==> config.mk <==
export PLATFORM = sky130hd
export DESIGN_NAME = chp_host_port
export DESIGN_NICKNAME = d
export VERILOG_FILES = /design/src/chp_pkg.sv /design/src/chp_sync.sv /design/src/chp_host_port.sv
export VERILOG_INCLUDE_DIRS = /design/src
export SDC_FILE = /design/constraint.sdc
export NUM_CORES = 1
export LEC_CHECK = 0
export ABC_AREA = 0
export BUFFER_PORTS_ARGS = -buffer_cell sky130_fd_sc_hd__buf_2
export CAP_MARGIN = 10
export CORE_AREA = 3 3 101 151
export DETAILED_ROUTE_END_ITERATION = 16
export DIE_AREA = 0 0 104 154
export SYNTH_ARGS = -nofsm -noshare
export SYNTH_HDL_FRONTEND = slang
export SYNTH_SLANG_ARGS = --single-unit
==> constraint.sdc <==
create_clock -name clk -period 2.9 [get_ports clk]
set_input_delay 0.145 -clock clk [delete_from_list [all_inputs] [get_ports clk]]
set_output_delay 0.145 -clock clk [all_outputs]
set_load 0.05 [all_outputs]
==> src/chp_defines.svh <==
`ifndef CHP_DEFINES_SVH
`define CHP_DEFINES_SVH

// ****************************************************************
// Widths of the host bus
// ****************************************************************
`define CHP_DATA_W 8
`define CHP_ADDR_W 6
// Address pin that doubles as the external wakeup line
`define CHP_AWAKE_BIT 5

// ****************************************************************
// Synchroniser layout: bit positions inside the synchronised vector
// ****************************************************************
`define CHP_SYNC_W 20
`define CHP_SY_BUS_LSB 0
`define CHP_SY_ADDR_LSB 8
`define CHP_SY_CS 14
`define CHP_SY_WR 15
`define CHP_SY_RD 16
`define CHP_SY_ALE 17
`define CHP_SY_RST 18
`define CHP_SY_STYLE 19
// Reset value: active-low strobes idle high, everything else low
`define CHP_SYNC_RST_VAL 20'h1c000

// ****************************************************************
// Timing
// ****************************************************************
`define CHP_CLK_PERIOD_NS 8
// Width of the reset pulse driven out after a wakeup edge
`define CHP_RST_PULSE_NS 500
`define CHP_RST_PULSE_CYC ((`CHP_RST_PULSE_NS + `CHP_CLK_PERIOD_NS - 1) / `CHP_CLK_PERIOD_NS)
`define CHP_PULSE_CNT_W 16
// Cycles the synchronised pin still shows our own pulse after release
`define CHP_PULSE_TAIL 16'h0002

`endif

==> src/chp_pkg.sv <==
package chp_pkg;

    // ****************************************************************
    // Access sequencer states
    // ****************************************************************
    typedef enum logic [1:0] {
        CHP_ST_IDLE = 2'b00,  // No access in progress
        CHP_ST_READ = 2'b01,  // Read strobe held, bus driven
        CHP_ST_WRITE = 2'b10  // Write strobe held, data sampled
    } chp_state_t;

    // ****************************************************************
    // Bus style strap
    // ****************************************************************
    typedef enum logic {
        CHP_STYLE_LATCH = 1'b0,  // Separate read and write strobes
        CHP_STYLE_STROBE = 1'b1  // Data strobe plus direction line
    } chp_style_t;

endpackage : chp_pkg

==> src/chp_sync.sv <==
`timescale 1ns/10ps
`default_nettype none

// Two-stage synchroniser for a vector of pin inputs
module chp_sync #(
    parameter int WIDTH = 1,
    parameter logic [WIDTH-1:0] RST_VAL = '0
) (
    // Clock, reset and enable
    input wire logic clk,
    input wire logic nrst,
    input wire logic ce,
    // Asynchronous pins and their synchronised copy
    input wire logic [WIDTH-1:0] pin_in,
    output logic [WIDTH-1:0] sync_out
);

    logic [WIDTH-1:0] meta_q;  // First stage, read only by the second
    logic [WIDTH-1:0] meta_d;
    logic [WIDTH-1:0] sync_q;  // Second stage, safe to use
    logic [WIDTH-1:0] sync_d;

    // Next values: plain shift, frozen while the enable is low
    always_comb begin
        meta_d = meta_q;
        sync_d = sync_q;
        if (ce) begin
            meta_d = pin_in;
            sync_d = meta_q;
        end
    end

    // Register stage
    always_ff @(posedge clk or negedge nrst) begin
        if (!nrst) begin
            meta_q <= RST_VAL;
            sync_q <= RST_VAL;
        end else begin
            meta_q <= meta_d;
            sync_q <= sync_d;
        end
    end

    assign sync_out = sync_q;

endmodule // chp_sync

`default_nettype wire

==> src/chp_host_port.sv <==
`timescale 1ns/10ps
`default_nettype none
`include "chp_defines.svh"

module chp_host_port #(
    parameter int DATA_W = `CHP_DATA_W,
    parameter int ADDR_W = `CHP_ADDR_W,
    parameter int RST_PULSE_CYC = `CHP_RST_PULSE_CYC
) (
    // Clock, reset, enable
    input wire logic clk,
    input wire logic nrst,
    input wire logic ce,
    // Host bus pins
    input wire logic chip_select_n,
    input wire logic write_strobe_n,
    input wire logic read_strobe_n,
    input wire logic addr_latch_en,
    input wire logic bus_style_strobe,
    input wire logic [ADDR_W-1:0] addr_pins,
    input wire logic [DATA_W-1:0] bus_in,
    output logic [DATA_W-1:0] bus_out,
    output logic bus_oe,
    // Open-drain interrupt request pin
    output logic irq_out_n,
    output logic irq_out_oe,
    // Two-way reset pin
    input wire logic reset_pin_in,
    output logic reset_pin_out,
    output logic reset_pin_oe,
    // Device side: configuration and status
    input wire logic terminal_mode_en,
    input wire logic irq_pending,
    input wire logic wakeup_ack,
    output logic wakeup_flag,
    output logic core_reset,
    output chp_pkg::chp_state_t access_state,
    // Device side: register access
    output logic [ADDR_W-1:0] reg_addr,
    output logic [DATA_W-1:0] reg_wdata,
    output logic reg_wr,
    output logic reg_rd,
    input wire logic [DATA_W-1:0] reg_rdata
);

    import chp_pkg::*;

    // ****************************************************************
    // Elaboration checks
    // ****************************************************************
    // The synchroniser layout is fixed for an 8-bit bus and six address pins
    if (DATA_W != 8 || ADDR_W != 6) begin : g_bad_width
        $error("chp_host_port: bus widths must be 8 data and 6 address bits");
    end
    if (RST_PULSE_CYC < 1 || RST_PULSE_CYC > (1 << `CHP_PULSE_CNT_W) - 3) begin : g_bad_pulse
        $error("chp_host_port: reset pulse length out of counter range");
    end

    // ****************************************************************
    // Pin synchronisers
    // ****************************************************************
    logic [`CHP_SYNC_W-1:0] pins_raw;  // All asynchronous pins in one vector
    logic [`CHP_SYNC_W-1:0] pins_s;  // Their synchronised copy

    assign pins_raw = {bus_style_strobe, reset_pin_in, addr_latch_en, read_strobe_n,
                       write_strobe_n, chip_select_n, addr_pins, bus_in};

    chp_sync #(
        .WIDTH(`CHP_SYNC_W),
        .RST_VAL(`CHP_SYNC_RST_VAL)
    ) u_sync (
        .clk(clk),
        .nrst(nrst),
        .ce(ce),
        .pin_in(pins_raw),
        .sync_out(pins_s)
    );

    // Named views of the synchronised pins
    logic [DATA_W-1:0] bus_s;
    logic [ADDR_W-1:0] addr_s;
    logic cs_n_s;
    logic wr_n_s;  // Doubles as direction line in strobe style
    logic rd_n_s;  // Doubles as data strobe in strobe style
    logic ale_s;
    logic rst_pin_s;
    logic style_s;

    assign bus_s = pins_s[`CHP_SY_BUS_LSB +: DATA_W];
    assign addr_s = pins_s[`CHP_SY_ADDR_LSB +: ADDR_W];
    assign cs_n_s = pins_s[`CHP_SY_CS];
    assign wr_n_s = pins_s[`CHP_SY_WR];
    assign rd_n_s = pins_s[`CHP_SY_RD];
    assign ale_s = pins_s[`CHP_SY_ALE];
    assign rst_pin_s = pins_s[`CHP_SY_RST];
    assign style_s = pins_s[`CHP_SY_STYLE];

    // ****************************************************************
    // Strobe decode
    // ****************************************************************
    // Returns 1 when the pin levels request an access of the given kind
    function automatic logic strobe_req(input logic style, input logic want_read,
                                        input logic wr_n, input logic rd_n);
        logic hit;
        hit = 1'b0;
        if (style == CHP_STYLE_STROBE) begin
            // Data strobe low, direction high for read, low for write
            hit = !rd_n && (wr_n == want_read);
        end else begin
            // Separate active-low strobes
            hit = want_read ? !rd_n : !wr_n;
        end
        return hit;
    endfunction

    logic selected;  // Chip select held low
    logic rd_req;  // Read strobe active while selected
    logic wr_req;  // Write strobe active while selected

    // Both styles share the same eight data lines and the same sequencer
    assign selected = !cs_n_s;
    assign rd_req = selected && strobe_req(style_s, 1'b1, wr_n_s, rd_n_s);
    assign wr_req = selected && strobe_req(style_s, 1'b0, wr_n_s, rd_n_s);

    // ****************************************************************
    // Address path
    // ****************************************************************
    logic mux_mode_q;  // Latch line has been seen high since reset
    logic mux_mode_d;
    logic [ADDR_W-1:0] mux_addr_q;  // Address taken from the shared lines
    logic [ADDR_W-1:0] mux_addr_d;
    logic [ADDR_W-1:0] pin_addr;  // Address pins, wakeup bit masked in terminal mode
    logic [ADDR_W-1:0] cur_addr;  // Address to use for the next access

    // Latch activity decides the addressing; a host that ties it low stays
    // non-multiplexed, so the choice is sticky until the next reset
    always_comb begin
        mux_mode_d = mux_mode_q;
        mux_addr_d = mux_addr_q;
        if (ale_s) begin
            mux_mode_d = 1'b1;
            mux_addr_d = bus_s[ADDR_W-1:0];
        end
        // Otherwise the last latched value holds
    end

    always_comb begin
        pin_addr = addr_s;
        // In terminal mode the top pin is the wakeup line, not an address bit
        if (terminal_mode_en) begin
            pin_addr[`CHP_AWAKE_BIT] = 1'b0;
        end
        cur_addr = mux_mode_q ? mux_addr_q : pin_addr;
    end

    always_ff @(posedge clk or negedge nrst) begin
        if (!nrst) begin
            mux_mode_q <= 1'b0;
            mux_addr_q <= '0;
        end else if (ce) begin
            mux_mode_q <= mux_mode_d;
            mux_addr_q <= mux_addr_d;
        end
    end

    // ****************************************************************
    // Access sequencer
    // ****************************************************************
    chp_state_t state_q;
    chp_state_t state_d;
    logic [ADDR_W-1:0] addr_q;  // Address held for the whole access
    logic [ADDR_W-1:0] addr_d;
    logic [DATA_W-1:0] wdata_q;  // Last data seen under the write strobe
    logic [DATA_W-1:0] wdata_d;
    logic [DATA_W-1:0] rdata_q;  // Read data presented on the bus
    logic [DATA_W-1:0] rdata_d;
    logic rd_load_q;  // Read data arrives the cycle after the read pulse
    logic rd_load_d;
    logic reg_wr_q;
    logic reg_wr_d;
    logic reg_rd_q;
    logic reg_rd_d;
    logic bus_oe_q;
    logic bus_oe_d;

    // Write data is sampled every cycle under the strobe and committed when
    // the strobe goes away; data and strobes share one synchroniser, so the
    // last sample taken with the strobe active is a valid one
    always_comb begin
        state_d = state_q;
        addr_d = addr_q;
        wdata_d = wdata_q;
        rdata_d = rdata_q;
        rd_load_d = 1'b0;
        reg_wr_d = 1'b0;
        reg_rd_d = 1'b0;
        bus_oe_d = 1'b0;
        if (rd_load_q) begin
            rdata_d = reg_rdata;
        end
        case (state_q)
            CHP_ST_IDLE: begin
                if (rd_req) begin
                    // Start a read: fetch the register next cycle, drive from the cycle after
                    addr_d = cur_addr;
                    reg_rd_d = 1'b1;
                    rd_load_d = 1'b1;
                    state_d = CHP_ST_READ;
                end else if (wr_req) begin
                    addr_d = cur_addr;
                    wdata_d = bus_s;
                    state_d = CHP_ST_WRITE;
                end
            end
            CHP_ST_READ: begin
                if (rd_req) begin
                    bus_oe_d = 1'b1;
                end else begin
                    // Strobe or select released: stop driving at once
                    state_d = CHP_ST_IDLE;
                end
            end
            CHP_ST_WRITE: begin
                if (wr_req) begin
                    wdata_d = bus_s;
                end else begin
                    // End of the strobe commits the captured byte
                    reg_wr_d = 1'b1;
                    state_d = CHP_ST_IDLE;
                end
            end
            default: begin
                state_d = CHP_ST_IDLE;
            end
        endcase
    end

    always_ff @(posedge clk or negedge nrst) begin
        if (!nrst) begin
            state_q <= CHP_ST_IDLE;
            addr_q <= '0;
            wdata_q <= '0;
            rdata_q <= '0;
            rd_load_q <= 1'b0;
            reg_wr_q <= 1'b0;
            reg_rd_q <= 1'b0;
            bus_oe_q <= 1'b0;
        end else if (ce) begin
            state_q <= state_d;
            addr_q <= addr_d;
            wdata_q <= wdata_d;
            rdata_q <= rdata_d;
            rd_load_q <= rd_load_d;
            reg_wr_q <= reg_wr_d;
            reg_rd_q <= reg_rd_d;
            bus_oe_q <= bus_oe_d;
        end
    end

    // ****************************************************************
    // Wakeup, reset pin and interrupt
    // ****************************************************************
    logic awake_dly_q;  // Previous synchronised wakeup level
    logic awake_dly_d;
    logic awake_fall;  // Falling edge on the wakeup line
    logic wake_q;  // Sticky wakeup event, cleared by the device core
    logic wake_d;
    logic [`CHP_PULSE_CNT_W-1:0] pulse_cnt_q;  // Pulse cycles left plus the mask tail
    logic [`CHP_PULSE_CNT_W-1:0] pulse_cnt_d;
    logic core_rst_q;
    logic core_rst_d;

    assign awake_fall = terminal_mode_en && awake_dly_q && !addr_s[`CHP_AWAKE_BIT];

    always_comb begin
        awake_dly_d = addr_s[`CHP_AWAKE_BIT];
        pulse_cnt_d = pulse_cnt_q;
        wake_d = wake_q;
        // Clear first, so an edge in the same cycle still sets the flag
        if (wakeup_ack) begin
            wake_d = 1'b0;
        end
        if (awake_fall) begin
            wake_d = 1'b1;
            pulse_cnt_d = RST_PULSE_CYC[`CHP_PULSE_CNT_W-1:0] + `CHP_PULSE_TAIL;
        end else if (pulse_cnt_q != '0) begin
            pulse_cnt_d = pulse_cnt_q - 1'b1;
        end
        // Dropping terminal mode ends the pulse but keeps the mask tail
        if (!terminal_mode_en && pulse_cnt_d > `CHP_PULSE_TAIL) begin
            pulse_cnt_d = `CHP_PULSE_TAIL;
        end
        // The pin reads back our own pulse, so ignore it until the sync drains
        core_rst_d = rst_pin_s && (pulse_cnt_q == '0);
    end

    always_ff @(posedge clk or negedge nrst) begin
        if (!nrst) begin
            awake_dly_q <= 1'b0;
            wake_q <= 1'b0;
            pulse_cnt_q <= '0;
            core_rst_q <= 1'b0;
        end else if (ce) begin
            awake_dly_q <= awake_dly_d;
            wake_q <= wake_d;
            pulse_cnt_q <= pulse_cnt_d;
            core_rst_q <= core_rst_d;
        end
    end

    // ****************************************************************
    // Outputs
    // ****************************************************************
    // Open drain: output level is always low, only the enable moves
    assign irq_out_n = 1'b0;
    assign irq_out_oe = irq_pending || wake_q;
    // Reset pin driven high only for the wakeup pulse in terminal mode
    assign reset_pin_out = 1'b1;
    assign reset_pin_oe = (pulse_cnt_q > `CHP_PULSE_TAIL);
    assign bus_out = rdata_q;
    assign bus_oe = bus_oe_q;
    assign wakeup_flag = wake_q;
    assign core_reset = core_rst_q;
    assign access_state = state_q;
    assign reg_addr = addr_q;
    assign reg_wdata = wdata_q;
    assign reg_wr = reg_wr_q;
    assign reg_rd = reg_rd_q;

endmodule // chp_host_port

`default_nettype wire

# After elaboration in Yosys (flattened, before gate mapping)
# Index checks and enable logic that the tools add are counted.
op_classes:
  addsub: 1
  magnitude_cmp: 2
  n_eq_ne: 6
  muxes: 24
  bitwise_logic: 1
  n_reduce_logical: 26
op_table:
  columns: ["operator", "count"]
  rows:
  - ["$mux W16", 3]
  - ["$gt A16 B2 Y1 const B", 2]
  - ["$mux W6", 3]
  - ["$logic_not A16 Y1", 1]
  - ["$mux W8", 2]
  - ["$pmux W8 S2", 1]
  - ["$reduce_bool A16 Y1", 1]
  - ["$sub A16 B1 Y16 const B", 1]
  - ["$mux W1", 10]
  - ["$logic_and A1 B1 Y1", 8]
  - ["$mux W2", 4]
  - ["$ne A2 B2 Y1 const B", 3]
  - ["$pmux W2 S3", 1]
  - ["$reduce_and A2 Y1", 3]
  - ["$reduce_and A3 Y1", 2]
  - ["$reduce_bool A2 Y1", 3]
  - ["$logic_not A1 Y1", 5]
  - ["$reduce_and A4 Y1", 1]
  - ["$ne A3 B3 Y1 const B", 1]
  - ["$eq A2 B1 Y1 const B", 1]
  - ["$eq A2 B2 Y1 const B", 1]
  - ["$logic_not A2 Y1", 1]
  - ["$logic_or A1 B1 Y1", 1]
  - ["$not A1 Y1", 1]
word_totals:
  ff_bits: 93
  word_cells: 75

# Depth between registers and ports, before layout
depth:
  depth_word: 7
  depth_mapped: 11

# Modules after synthesis
# Synthesis repeated with hierarchy kept, for this count alone.
unflattened:
  hier_cells: 358
  area_unflattened_um2: 4340.4
by_module_without_submodules:
  columns: ["mod", "instances", "cells_each", "area_per_inst_um2"]
  rows:
  - ["chp_host_port", 1, 274, 2836.5]
  - ["chp_sync", 1, 84, 1503.9]

# Least setup slack after synthesis
# Ideal clock, no wire load.
synth_timing:
  path_kind: "reg2reg"
  from: "register pulse_cnt_q[0]"
  to: "register pulse_cnt_q[3]"
  setup_time_ns: 0.135
  arrival_time_ns: 2.474
  path_slack_ns: 0.290
  stages_incl_launch_ff: 12
  synth_period_minus_slack_ns: 2.610
  cell_sequence: "dfrtp_1 > clkbuf_2 > inv_1 > ha_1 > buf_2 > nor3b_1 > nand2_1 > or3_1 > a31oi_1 > nor3_4 > a211oi_4 > o32ai_1"
synth_between:
  elab_chain_len: 6
  elab_cells_between_ends: 7
synth_lines:
  columns: ["item", "line", "rtl"]
  rows:
  - ["start: declaration", "chp_host_port.sv:268", "logic [`CHP_PULSE_CNT_W-1:0] pulse_cnt_q;"]
  - ["start signal: assignment", "chp_host_port.sv:306", "pulse_cnt_q <= pulse_cnt_d;"]
  - ["$sub A16 B1 Y16 / $reduce_bool A16 Y1 (equally long branches)", "chp_host_port.sv:287, chp_host_port.sv:286", null]
  - ["$mux W16 *", "chp_host_port.sv:286", "end else if (pulse_cnt_q != '0) begin"]
  - ["$mux W16 *", "chp_host_port.sv:283", "if (awake_fall) begin"]
  - ["$gt A16 B2 Y1 (no line)", null, null]
  - ["$logic_and A1 B1 Y1 (no line)", null, null]
  - ["$mux W16 *", "chp_host_port.sv:290", "if (!terminal_mode_en && pulse_cnt_d > `CHP_PULSE_TAIL) begin"]
# Mark *: on every way between the ends. The rest lies on a longest branch, timed or not.
# A chain may end at the register's enable or synchronous reset.

# Worst setup path after layout
# Ends and elaborated chain as after synthesis.

==> results.py <==
metrics = {
    "outcome": {
        "status": "finished clean",
    },
    "worst_setup_path": {
        "path_class": "flip-flop to flip-flop",
        "critical-path-max-stage-delay_ps": 520,
        "worstPathCellList": "inv_1 -> ha_1 -> or3b_2 -> or4_4 -> o211ai_2 -> nand3_1 -> o2111a_2 -> a21boi_4 -> o32ai_1",
        "cp_top_family": "simple AND/OR/NAND/NOR gates",
        "path_buf_inv": 1,
        "cp_max_fo": 7,
        "crit_required_ps": 3110,
        "cp_slowest_cell": "or4_4",
        "arrival_ps": 2870,
        "crit_path_end_kind": "flip-flop",
        "critPathLaunchType": "flip-flop",
    },
    "timing": {
        "tightest_slew_ps": 650,
        "max_clock_freq_mhz": 376,
        "grt_setup_unrepaired": "no",
        "hold_viol": 0,
        "finalSetupTns_ps": 0,
        "setup-violations-final": 0,
        "post-route-period-util": 0.917,
        "maxSlewViolCount": 0,
        "relSlewSlack": 0.563,
        "post-route-min-period_ps": 2660,
        "worst_clock_skew_ps": 7.22,
    },
    "global_route": {
        "grt_overflow": 0,
        "grt_start_max_net_pins": 94,
        "antenna_found_initial": 0,
        "grt_pass1_vias": 3341,
        "grt.total_usage": 0.137,
        "grt_pass1_wl_um": 17300,
    },
    "placed_design": {
        "gp_congestion": 0.850,
        "dp_hpwl_um": 7660,
        "portBuffers": 64,
    },
    "cells_and_area": {
        "syn2layout_area_growth_pct": 18.7,
        "drive_gt1_frac": 0.412,
        "layout.nets": 484,
        "diodes": 0,
        "fin_util": 0.378,
    },
    "cts": {
        "clock_sinks": 93,
        "cts_tree": "built",
        "cts-resized-gates": 0,
        "cts_setup_buffers": 0,
        "clk_pin_slew_ps": 70,
        "cts_inserted_buffers": 9,
        "cts_hold_buffers": 1,
        "insertion_delay_ps": 340,
        "cts-root-buf": "clkbuf_16",
        "cts_max_path_buffers": 2,
        "htreeDepth": 3,
    },
    "route": {
        "ant_nets": 0,
        "finalWirelength_um": 10700,
        "drt_first_pass_iters": 4,
        "wl_per_cell_um": 16.7,
        "drt_iter0_markers": 123,
        "vias": 3241,
        "drc": 0,
        "viasPerCell": 5.03,
    },
    "synth": {
        "synth_area_leaders": "dfrtp_1, mux2_2, dfstp_2",
        "synth_area_leader_cell": "dfrtp_1",
        "synthCells": 382,
        "avgSynthCellArea_um2": 11.7,
        "synthesis.area_um2": 4480,
        "async_flop_share": 1.00,
        "yosysSeqAreaShare": 0.521,
        "ys_ff_latch": 93,
        "synth_cell_types": 70,
        "synth_top_area_frac": 0.486,
        "synth_flop_cell": "dfrtp_1",
        "syn_nets": 419,
        "synth_enable_flop_cells": 0,
        "yosys_warnings": 0,
    },
    "floorplan": {
        "num_rows": 53,
        "start_util": 0.319,
        "fp.dieH_um": 154,
        "core_area_um2": 14100,
        "dieArea_um2": 16000,
        "die_w_um": 104,
        "ios": 67,
    },
    "pwr": {
        "ir_drop_mv": 0.466,
        "p_leak_uw": 0.00234,
        "pwr_density_cell_nw_per_um2": 1080,
    },
    "hold_path": {
        "min_path_type": "input pin to flip-flop",
    },
    "job": {
        "maxCapViolCount": 0,
    },
}
==> final timing paths <==
kind                                                from                               to  slack [ps]  depth (start not counted)
hold reg to reg            u_sync.meta_q[18]$_DFFE_PN0P_  u_sync.sync_out[18]$_DFFE_PN0P_         490                          2
min in group asynchronous                           nrst       pulse_cnt_q[6]$_DFFE_PN0P_         380                          3
max in group asynchronous                           nrst    u_sync.meta_q[14]$_DFFE_PN1P_        2100                          3
hold / removal                              addr_pins[5]    u_sync.meta_q[13]$_DFFE_PN0P_          30                          2
setup reg to reg              pulse_cnt_q[0]$_DFFE_PN0P_       pulse_cnt_q[3]$_DFFE_PN0P_         240                          9
setup / recovery              pulse_cnt_q[0]$_DFFE_PN0P_       pulse_cnt_q[3]$_DFFE_PN0P_         240                          9
==> metrics by stage <==
| stage | hold slack, ps | instances | setup WS (ps) | cell area [um^2] | total power [uW] |
|---|---|---|---|---|---|
| floorplan | -151 | 382 | 290 | 4480 | 3870 |
| global placement | 227 | 627 | 258 | 5010 | 4550 |
| detailed placement | 232 | 627 | 256 | 5010 | 4570 |
| CTS | 11.6 | 644 | 238 | 5320 | 5790 |
| global route | 20.2 | 644 | 92.0 | 5320 | 6070 |
| finish | 27.5 | 644 | 240 | 5320 | 5740 |
==> power by group <==
part / leakage (uW) / internal (uW) / switching, uW
Sequential: 0.00112 / 1660 / 313
Combinational: 0.00109 / 906 / 1670
Clock: 0.000138 / 671 / 518
==> worst reg2reg max path, cell delays in order (launching register included) <==
cell	delay, ps
dfrtp_1	380
inv_1	150
ha_1	230
or3b_2	480
or4_4	520
o211ai_2	80
nand3_1	80
o2111a_2	180
a21boi_4	300
o32ai_1	130
==> cell usage in the layout, fill, tap and decap left out, types with 3 or more instances in the layout <==
| cell type | instances |
|---|---|
| dfrtp_1 | 87 |
| mux2_2 | 63 |
| buf_2 | 63 |
| nor2_1 | 26 |
| nand2_1 | 21 |
| a21oi_1 | 17 |
| buf_4 | 13 |
| inv_1 | 12 |
| o21ai_0 | 12 |
| clkbuf_16 | 9 |
| nand3_1 | 7 |
| nor3_1 | 6 |
| a31oi_1 | 6 |
| dfstp_2 | 6 |
| and3_1 | 5 |
| or3_1 | 5 |
| mux2i_1 | 5 |
| nand4_1 | 4 |
| a22oi_1 | 4 |
| or2_2 | 3 |
| nor3b_1 | 3 |
| o31ai_1 | 3 |
| or4_4 | 3 |
| a211oi_1 | 3 |
| o41ai_1 | 3 |
| ha_1 | 3 |
| clkinvlp_4 | 3 |
==> state kept, by name (all words and copies together), names as in the netlist <==
signal	cells
u_sync.meta_q	20
u_sync.sync_out	20
pulse_cnt_q	16
bus_out	8
reg_wdata	8
mux_addr_q	6
reg_addr	6
access_state	2
awake_dly_q	1
bus_oe	1
core_reset	1
mux_mode_q	1
reg_rd	1
reg_wr	1
wakeup_flag	1
==> kinds of logic after synthesis <==
group | synth area share
muxes | 0.170
buffers and inverters | 0.0438
other | 0.00168
and+or+nand+nor | 0.132
adders and majority gates | 0.00838
AOI/OAI and AO/OA | 0.124
DFF | 0.521
==> final cells by class <==
type | instances | area, um^2
clock buffers | 9 | 225
clock inverters | 7 | 75.1
fillers | 1441 | 8740
inverters | 13 | 48.8
multi-input cells | 252 | 1950
flip-flops and latches | 93 | 2330
well taps | 192 | 240
repair buffers | 78 | 443
==> metal layers <==
layer	global-route usage	routed length (um)	vias up
li1	-	-	1532
met1	0.156	4470	1626
met2	0.236	5600	59
met3	0.0256	316	24
met4	0.0843	344	0
met5	0	0	-
==> cell usage after synthesis (3+ instances only) <==
library cell and n:
dfrtp_1 87, mux2_2 63, nor2_1 26, nand2_1 21, a21oi_1 17, inv_1 12
o21ai_0 12, clkbuf_1 11, nand3_1 7, a31oi_1 6, dfstp_2 6, nor3_1 6
and3_1 5, mux2i_1 5, or3_1 5, a22oi_1 4, buf_4 4, nand4_1 4
a211oi_1 3, clkbuf_2 3, clkbuf_8 3, ha_1 3, nor3b_1 3, o31ai_1 3
o41ai_1 3, or2_2 3, or4_4 3
No activity file was read; power rests on OpenSTA's default activity.
